## config.mk

```make
export PLATFORM = sky130hd
export DESIGN_NAME = dmacc_top
export DESIGN_NICKNAME = d
export VERILOG_FILES = /design/src/dmacc_pkg.sv /design/src/dmacc_top.sv
export VERILOG_INCLUDE_DIRS = /design/src
export SDC_FILE = /design/constraint.sdc
export NUM_CORES = 2
export LEC_CHECK = 0
export BUFFER_PORTS_ARGS = -buffer_cell sky130_fd_sc_hd__buf_2
export CAP_MARGIN = 20
export CORE_UTILIZATION = 55
export DETAILED_ROUTE_END_ITERATION = 6
export PLACE_DENSITY = 0.74
export SYNTH_ARGS = -nofsm -noshare
export SYNTH_HDL_FRONTEND = slang
export SYNTH_SLANG_ARGS = --single-unit
```

## constraint.sdc

```tcl
create_clock -name core_clk -period 6.7 [get_ports core_clk]
set_input_delay 0.335 -clock core_clk [delete_from_list [all_inputs] [get_ports core_clk]]
set_output_delay 0.335 -clock core_clk [all_outputs]
set_load 0.1 [all_outputs]
```

## src/dmacc_regs.svh

```systemverilog
// register offsets, field positions and reset values of the dma channel block
// assumes byte addressing on a 32-bit ahb-lite slave, one aligned word per register
// Notes on behaviour
// - Clearing a channel's enable stops further transfers on that channel.
// - Setting the enable of a stopped channel lets its transfers carry on.
// - A per-channel pending flag shows a held request and must read 0 before disabling.
// - Sixteen-bit transfers never use an odd address; bit zero is forced to 0.
// - The engine wins the bus and a cpu access to a busy resource waits for the cycle end.
// - During external-to-peripheral transfers the cpu reaches internal ram at once.
// - During external-to-external transfers the cpu reaches ram and peripherals at once.
// - Finishing its programmed count sets the channel's completion flag to 1.
// - Four independent channels 0 to 3 each hold their own setup.
`ifndef DMACC_REGS_SVH
`define DMACC_REGS_SVH

// per-channel word offsets inside a 32-byte channel window
`define DMACC_OFF_SRC 8'h00
`define DMACC_OFF_DST 8'h04
`define DMACC_OFF_CNT 8'h08
`define DMACC_OFF_ADC 8'h0C
`define DMACC_OFF_TRG 8'h10
`define DMACC_OFF_CHC 8'h14
`define DMACC_CH_SHIFT 5
// global registers
`define DMACC_OFF_ISTAT 8'h80
`define DMACC_OFF_IMASK 8'h84

// addressing control fields
`define DMACC_ADC_W16 0
`define DMACC_ADC_SRC_LO 1
`define DMACC_ADC_DST_LO 3
`define DMACC_MODE_INC 2'h0
`define DMACC_MODE_DEC 2'h1
`define DMACC_MODE_FIX 2'h2
// trigger and channel control fields
`define DMACC_TRG_PEND 7
`define DMACC_CHC_EN 0
`define DMACC_CHC_TC 1
// region decode from address bits 29:28
`define DMACC_RGN_HI 29
`define DMACC_RGN_LO 28

// reset values
`define DMACC_RST_ADDR 32'h0000_0000
`define DMACC_RST_CNT 16'h0000
`define DMACC_RST_ADC 5'h00
`define DMACC_RST_TRG 6'h00

`endif

```

## src/dmacc_pkg.sv

```systemverilog
// types shared by the dma channel control block
// assumes nothing beyond the register header
package dmacc_pkg;
    // gray codes along idle -> read -> write
    typedef enum logic [1:0] {
        S_IDLE = 2'b00,
        S_READ = 2'b01,
        S_WRITE = 2'b11
    } dmacc_state_t;
    // target areas of a transfer
    typedef enum logic [1:0] {
        RG_EXT = 2'h0,
        RG_RAM = 2'h1,
        RG_PER = 2'h2,
        RG_NONE = 2'h3
    } dmacc_region_t;
endpackage

```

## src/dmacc_top.sv

```systemverilog
// dma channel control, arbitration and cpu bus sharing, four channels
// assumes one clock, on-chip request sources and a memory port that acks in-domain
`timescale 1ns/1ps
`include "dmacc_regs.svh"
module dmacc_top #(
    parameter int NCH = 4,
    parameter int REQ_N = 64,
    parameter int CNT_W = 16
) (
    // clock and reset
    input wire logic core_clk,
    input wire logic nrst,
    // ahb-lite slave
    input wire logic hsel,
    input wire logic [31:0] haddr,
    input wire logic [1:0] htrans,
    input wire logic hwrite,
    input wire logic [2:0] hsize,
    input wire logic [31:0] hwdata,
    input wire logic hready,
    output logic hreadyout,
    output logic hresp,
    output logic [31:0] hrdata,
    // peripheral request lines
    input wire logic [REQ_N-1:0] periph_req,
    // transfer memory port
    output logic mem_req,
    output logic [31:0] mem_addr,
    output logic mem_write,
    output logic mem_half,
    output logic [15:0] mem_wdata,
    input wire logic [15:0] mem_rdata,
    input wire logic mem_ack,
    // cpu access arbitration
    input wire logic cpu_req,
    input wire logic [31:0] cpu_addr,
    output logic cpu_go,
    // interrupt
    output logic irq
);
    logic [31:0] src_q [NCH];
    logic [31:0] dst_q [NCH];
    logic [CNT_W-1:0] cnt_q [NCH];
    logic [4:0] adc_q [NCH];
    logic [5:0] trg_q [NCH];
    logic [NCH-1:0] en_q, tc_q, pend_q, ready, trig_hit;
    logic [REQ_N-1:0] req_prev_q;
    logic [NCH-1:0] istat_q, imask_q;
    dmacc_pkg::dmacc_state_t state_q;
    logic [1:0] act_q;
    logic wr_pend_q;
    logic [7:0] wr_off_q;
    logic [31:0] rdata_q, rd_d;
    logic mem_req_q, mem_write_q;
    logic [31:0] mem_addr_q;
    logic [15:0] mem_wdata_q;
    logic addr_ph, done;
    logic [31:0] wmask;

    // region of an address, shared by cpu and engine decode
    function automatic dmacc_pkg::dmacc_region_t rgn(input logic [31:0] a);
        rgn = dmacc_pkg::dmacc_region_t'(a[`DMACC_RGN_HI:`DMACC_RGN_LO]);
    endfunction

    // channel-relative offset, used by read and write decode
    function automatic logic [7:0] ch_off(input logic [7:0] a);
        ch_off = {3'h0, a[4:0]};
    endfunction

    // half-word transfers force address bit zero low
    function automatic logic [31:0] align(input logic [31:0] a, input logic w16);
        align = w16 ? {a[31:1], 1'b0} : a;
    endfunction

    // next address for the given mode
    function automatic logic [31:0] step(input logic [31:0] a, input logic [1:0] m,
                                         input logic w16);
        logic [31:0] s;
        s = w16 ? 32'h0000_0002 : 32'h0000_0001;
        unique case (m)
            `DMACC_MODE_INC: step = a + s;
            `DMACC_MODE_DEC: step = a - s;
            default: step = a;
        endcase
    endfunction

    // lowest index wins among ready channels
    function automatic logic [1:0] pick(input logic [NCH-1:0] r);
        pick = 2'h0;
        for (int i = NCH - 1; i >= 0; i--)
        begin
            if (r[i])
            begin
                pick = i[1:0];
            end
        end
    endfunction

    assign addr_ph = hsel && htrans[1] && hready;
    assign hreadyout = 1'b1;
    assign hresp = 1'b0;
    assign hrdata = rdata_q;
    assign mem_req = mem_req_q;
    assign mem_addr = mem_addr_q;
    assign mem_write = mem_write_q;
    assign mem_half = adc_q[act_q][`DMACC_ADC_W16] && mem_req_q;
    assign mem_wdata = mem_wdata_q;
    assign done = (state_q == dmacc_pkg::S_WRITE) && mem_ack;
    assign irq = |(istat_q & imask_q);

    // per-channel readiness and trigger edges
    genvar g;
    generate
        for (g = 0; g < NCH; g++)
        begin : g_ch
            assign trig_hit[g] = (int'(trg_q[g]) < REQ_N) && periph_req[trg_q[g]]
                                 && !req_prev_q[trg_q[g]];
            assign ready[g] = en_q[g] && pend_q[g] && (cnt_q[g] != '0);
        end
    endgenerate

    // request history for edge detection
    always_ff @(posedge core_clk or negedge nrst)
    begin
        if (!nrst)
            req_prev_q <= '0;
        else
            req_prev_q <= periph_req;
    end

    // ahb address phase capture and registered read data
    always_ff @(posedge core_clk or negedge nrst)
    begin
        if (!nrst)
        begin
            wr_pend_q <= 1'b0;
            wr_off_q <= 8'h00;
            rdata_q <= 32'h0000_0000;
        end
        else
        begin
            wr_pend_q <= addr_ph && hwrite;
            if (addr_ph)
                wr_off_q <= haddr[7:0];
            if (addr_ph && !hwrite)
                rdata_q <= rd_d;
        end
    end

    // read mux; unmapped offsets read zero
    always_comb
    begin
        logic [1:0] c;
        c = haddr[6:5];
        rd_d = 32'h0000_0000;
        if (haddr[7:0] == `DMACC_OFF_ISTAT)
            rd_d = {{(32-NCH){1'b0}}, istat_q};
        else if (haddr[7:0] == `DMACC_OFF_IMASK)
            rd_d = {{(32-NCH){1'b0}}, imask_q};
        else if (!haddr[7])
        begin
            unique case (ch_off(haddr[7:0]))
                `DMACC_OFF_SRC: rd_d = src_q[c];
                `DMACC_OFF_DST: rd_d = dst_q[c];
                `DMACC_OFF_CNT: rd_d = {{(32-CNT_W){1'b0}}, cnt_q[c]};
                `DMACC_OFF_ADC: rd_d = {27'h0, adc_q[c]};
                `DMACC_OFF_TRG: rd_d = {24'h0, pend_q[c], 1'b0, trg_q[c]};
                `DMACC_OFF_CHC: rd_d = {30'h0, tc_q[c], en_q[c]};
                default: rd_d = 32'h0000_0000;
            endcase
        end
    end

    // setup registers: bus writes only while disabled, engine updates after each cycle
    always_ff @(posedge core_clk or negedge nrst)
    begin
        if (!nrst)
        begin
            for (int i = 0; i < NCH; i++)
            begin
                src_q[i] <= `DMACC_RST_ADDR;
                dst_q[i] <= `DMACC_RST_ADDR;
                cnt_q[i] <= `DMACC_RST_CNT;
                adc_q[i] <= `DMACC_RST_ADC;
                trg_q[i] <= `DMACC_RST_TRG;
            end
        end
        else
        begin
            if (wr_pend_q && !wr_off_q[7] && !en_q[wr_off_q[6:5]])
            begin
                unique case (ch_off(wr_off_q))
                    `DMACC_OFF_SRC: src_q[wr_off_q[6:5]] <= hwdata;
                    `DMACC_OFF_DST: dst_q[wr_off_q[6:5]] <= hwdata;
                    `DMACC_OFF_CNT: cnt_q[wr_off_q[6:5]] <= hwdata[CNT_W-1:0];
                    `DMACC_OFF_ADC: adc_q[wr_off_q[6:5]] <= hwdata[4:0];
                    `DMACC_OFF_TRG: trg_q[wr_off_q[6:5]] <= hwdata[5:0];
                    default: ;
                endcase
            end
            // pausing leaves these untouched until the next done
            if (done)
            begin
                src_q[act_q] <= step(src_q[act_q], adc_q[act_q][2:1], adc_q[act_q][0]);
                dst_q[act_q] <= step(dst_q[act_q], adc_q[act_q][4:3], adc_q[act_q][0]);
                cnt_q[act_q] <= cnt_q[act_q] - 1'b1;
            end
        end
    end

    // enable, completion and pending flags; hardware set beats software clear
    always_ff @(posedge core_clk or negedge nrst)
    begin
        if (!nrst)
        begin
            en_q <= '0;
            tc_q <= '0;
            pend_q <= '0;
        end
        else
        begin
            for (int i = 0; i < NCH; i++)
            begin
                if (done && act_q == i[1:0])
                begin
                    pend_q[i] <= 1'b0;
                    if (cnt_q[i] == 1)
                        en_q[i] <= 1'b0;
                end
                if (trig_hit[i] && en_q[i])
                    pend_q[i] <= 1'b1;
                if (wr_pend_q && wr_off_q == ({1'b0, i[1:0], 5'h00} | `DMACC_OFF_CHC))
                begin
                    en_q[i] <= hwdata[`DMACC_CHC_EN];
                    if (hwdata[`DMACC_CHC_EN])
                        tc_q[i] <= 1'b0;
                end
                if (done && act_q == i[1:0] && cnt_q[i] == 1)
                    tc_q[i] <= 1'b1;
            end
        end
    end

    // interrupt status, cleared by reading; a new event in that cycle survives
    always_ff @(posedge core_clk or negedge nrst)
    begin
        if (!nrst)
        begin
            istat_q <= '0;
            imask_q <= '0;
        end
        else
        begin
            logic [NCH-1:0] ev;
            ev = '0;
            if (done && cnt_q[act_q] == 1)
                ev[act_q] = 1'b1;
            if (addr_ph && !hwrite && haddr[7:0] == `DMACC_OFF_ISTAT)
                istat_q <= ev;
            else
                istat_q <= istat_q | ev;
            if (wr_pend_q && wr_off_q == `DMACC_OFF_IMASK)
                imask_q <= hwdata[NCH-1:0];
        end
    end

    // transfer engine: one read then one write per request
    always_ff @(posedge core_clk or negedge nrst)
    begin
        if (!nrst)
        begin
            state_q <= dmacc_pkg::S_IDLE;
            act_q <= 2'h0;
            mem_req_q <= 1'b0;
            mem_write_q <= 1'b0;
            mem_addr_q <= 32'h0000_0000;
            mem_wdata_q <= 16'h0000;
        end
        else
        begin
            unique case (state_q)
                dmacc_pkg::S_IDLE:
                begin
                    // disabled channels are never picked, so a pause waits for the cycle end
                    if (|ready)
                    begin
                        act_q <= pick(ready);
                        state_q <= dmacc_pkg::S_READ;
                        mem_req_q <= 1'b1;
                        mem_write_q <= 1'b0;
                        mem_addr_q <= align(src_q[pick(ready)], adc_q[pick(ready)][0]);
                    end
                end
                dmacc_pkg::S_READ:
                begin
                    if (mem_ack)
                    begin
                        state_q <= dmacc_pkg::S_WRITE;
                        mem_write_q <= 1'b1;
                        mem_wdata_q <= mem_rdata;
                        mem_addr_q <= align(dst_q[act_q], adc_q[act_q][0]);
                    end
                end
                dmacc_pkg::S_WRITE:
                begin
                    if (mem_ack)
                    begin
                        state_q <= dmacc_pkg::S_IDLE;
                        mem_req_q <= 1'b0;
                        mem_write_q <= 1'b0;
                    end
                end
            endcase
        end
    end

    // cpu sharing: only the areas the running cycle touches are blocked
    always_comb
    begin
        dmacc_pkg::dmacc_region_t cr, sr, dr;
        cr = rgn(cpu_addr);
        sr = rgn(src_q[act_q]);
        dr = rgn(dst_q[act_q]);
        if (state_q == dmacc_pkg::S_IDLE)
            cpu_go = cpu_req;
        else
            cpu_go = cpu_req && cr != sr && cr != dr;
    end
endmodule

```

==> flow_metrics.tcl <==
set metrics [dict create \
    grt_pass1_vias 29206 \
    clock_sinks 542 \
    startpoint_type "flop" \
    hold_depth 2 \
    routabilityCongestion 0.9744 \
    postRouteAntennaNets 0 \
    maxSlewViolCount 0 \
    die_h_um 254.6 \
    status "complete, no violations" \
    floorplan.initialDensity 0.5563 \
    synthesis.nets 3609 \
    cap_violations 0 \
    drcViolationCount 0 \
    layout-drive-gt1-share 0.2293 \
    worst_pin_slew_ps 1176 \
    vias 29943 \
    clockBufferDepth 3 \
    skew_ps 28.90 \
    die_width_um 254.6 \
    ys_warn_count 0 \
    layout_commonest_cell "dfrtp_1" \
    drtIter0Drc 3184 \
    grt_usage 0.3574 \
    dr.pass1.iters 6 \
    ys_types 82 \
    avgSynthCellArea_um2 10.35 \
    fin_nets 3736 \
    ios 275 \
    fin_crit_sh 0.8708 \
    clk_pin_slew_worst_paths_ps 60 \
    relSlewSlack 0.2145 \
    crit_required_ps 7200 \
    cts-root-buf "clkbuf_16" \
    p_leak_uw 0.01657 \
    numCtsBuffers 60 \
    ff2ff_path_depth 14 \
    clk_latency_ps 670 \
    syn_area_mm2 0.03509 \
    hpwl_um 71700 \
    port_buffers 214 \
    grt_max_degree 160 \
    viasPerCell 6.778 \
    antenna_found_initial 8 \
    num_rows 92 \
    max_freq_mhz 171.4 \
    power.total_uw 13190 \
    hold_viol 0 \
    synth-seq-cells 542 \
    r2r_start "act_q[0]" \
    min_from "haddr[3]" \
    dieArea_mm2 0.06482 \
    gr-total-overflow 0 \
    mostFrequentLayoutCells "dfrtp_1, nand2_1, o21ai_0" \
    netlist_instances 3390 \
    min_period_ps 5835 \
    fin_setup_tns_ps 0 \
    ys_async_sr_fraction 1.000 \
    core_area_mm2 0.06308 \
    final-setup-viol-count 0 \
    cp.arrival_ps 6330 \
    synth_seq_area_share 0.3865 \
    r2r-end "dst_q[31]" \
    grt_pass1_wl_um 176000 \
    synth_top_flop_cell "dfrtp_1" \
    min_path_type "primary input to flop" \
    path_class "flop to flop" \
    min_to "wr_off_q[3]" \
    routedWlPerCell_um 26.00 \
    routed_wl_um 114900 \
    vdd_ir_drop_max_v 0.0004604 \
    area_delta_synth_final_pct 13.57 \
    endpoint_kind "flop" \
    fin_hold_ws_ps 29.37 \
    worstPathMaxFanout 27 \
    cts_tree "built" \
    htreeDepth 2 \
    synth-edff-count 0 \
    reg2reg_slack_ps 870 \
    powerDensity_mw_per_mm2 330.9 \
    grt_setup_unrepaired "false" \
]
[critical path, stage by stage, from the launching register on]
cell and delay [ps]:
dfrtp_4 770, mux4_2 800, nand2b_4 330, inv_2 300
ha_1 450, o21ai_0 130, a21oi_1 200, o2111a_1 290
o211ai_1 220, o311ai_2 630, o211ai_1 300, a2111oi_0 480
a31oi_1 190, xor2_1 410, a21oi_1 130
[power breakdown]
group | total, µW | leakage, µW | internal (µW) | switching (µW)
Sequential | 4250 | 0.00701 | 3790 | 457
Combinational | 5170 | 0.00845 | 1670 | 3500
Clock | 3770 | 0.00111 | 2280 | 1490
[synthesized netlist by cell type (all sizes together), types with 4 or more instances]
cell type | count | area share
a31oi | 12 | 0.0021
xnor2 | 55 | 0.014
mux4 | 246 | 0.16
o211ai | 18 | 0.0039
and2 | 41 | 0.0073
xor2 | 31 | 0.0077
mux2 | 152 | 0.049
and3 | 8 | 0.0014
or4 | 8 | 0.0017
a21o | 19 | 0.0041
a21oi | 255 | 0.036
nand3b | 4 | 0.00086
a221oi | 16 | 0.0040
a22oi | 8 | 0.0017
ha | 29 | 0.010
nand2b | 50 | 0.0092
nor3b | 8 | 0.0017
o22ai | 7 | 0.0012
nand4 | 13 | 0.0023
buf | 72 | 0.0094
nor3 | 36 | 0.0051
mux2i | 195 | 0.056
a32oi | 5 | 0.0012
o21a | 6 | 0.0013
or3 | 16 | 0.0029
nand3 | 24 | 0.0034
a221o | 4 | 0.0011
a211oi | 151 | 0.032
nor4b | 4 | 0.0014
o21ai | 293 | 0.042
clkbuf | 212 | 0.023
inv | 36 | 0.0039
nand2 | 382 | 0.041
or2 | 11 | 0.0020
dfrtp | 542 | 0.39
nor2 | 158 | 0.017
nor2b | 157 | 0.028
nor4 | 18 | 0.0032
o31ai | 8 | 0.0017
a311oi | 34 | 0.0085
[state kept, by name (all words and copies together), names as in the netlist]
signal and cells:
dst_q 128, cnt_q 64, en_q 4, tc_q 4, pend_q 4, adc_q 20
istat_q 4, imask_q 4, mem_wdata 16, wr_pend_q 1, src_q 128, mem_addr 32
mem_req 1, trg_q 24, act_q 2, req_prev_q 64, hrdata 32, state_q 2
wr_off_q 8
[area by class of cell]
type | count | area (µm²)
inverter | 36 | 135.1
multi-input combinational | 2528 | 20410
timing repair buffer | 349 | 2412
tap | 846 | 1059
fill | 4997 | 23220
clock buffer | 82 | 1764
clock inverter | 31 | 499.2
antenna | 4 | 10.01
sequential | 542 | 13570
[worst max path at each step]
stage / startpoint / slack (ps) / cells past startpoint / endpoint
6_report: act_q[0] / 870 / 14 / dst_q[31]
3_5_place_dp: act_q[0] / 1060 / 14 / dst_q[31]
4_1_cts: act_q[0] / 990 / 14 / dst_q[31]
3_3_place_gp: act_q[0] / 1120 / 14 / dst_q[55]
2_1_floorplan: act_q[0] / 1050 / 20 / src_q[95]
5_1_grt: act_q[0] / 550 / 14 / dst_q[63]
[stage by stage]
| stage | std cells | utilization | cell area [µm²] | setup WS [ps] |
|---|---|---|---|---|
| floorplan | 3390 | - | 35090 | 1048 |
| global placement | 4213 | 0.5812 | 36670 | 1123 |
| detailed placement | 4213 | 0.5812 | 36670 | 1064 |
| CTS | 4411 | 0.6306 | 39780 | 992.1 |
| global route | 4417 | 0.6318 | 39850 | 551.8 |
| finish | 4418 | 0.6318 | 39860 | 865.5 |
[timing repair]
item                                    4_1_cts  5_1_grt
setup buffers                                 0        0
hold endpoints to repair                    184        0
resized for setup                             0        0
endpoints found under the setup margin        0        0
hold buffers                                 85        0
[kinds of logic (layout without fill, tap and decap cells)]
family	Yosys count	in the layout	synth area share
compound gates	868	868	0.1501
buf+inv	320	498	0.03594
mux	593	593	0.2632
simple gates	945	945	0.1303
xor+xnor	86	86	0.02146
other cells	2	6	0.0002140
fa+ha+maj	34	34	0.01234
flops	542	542	0.3865
[routing by layer]
layer,wire length (µm),global-route usage
met4,4973,0.1471
met3,13370,0.08277
met5,189,0.01579
met1,43910,0.4914
met2,52420,0.5460
(Power assumes the default switching activity.)
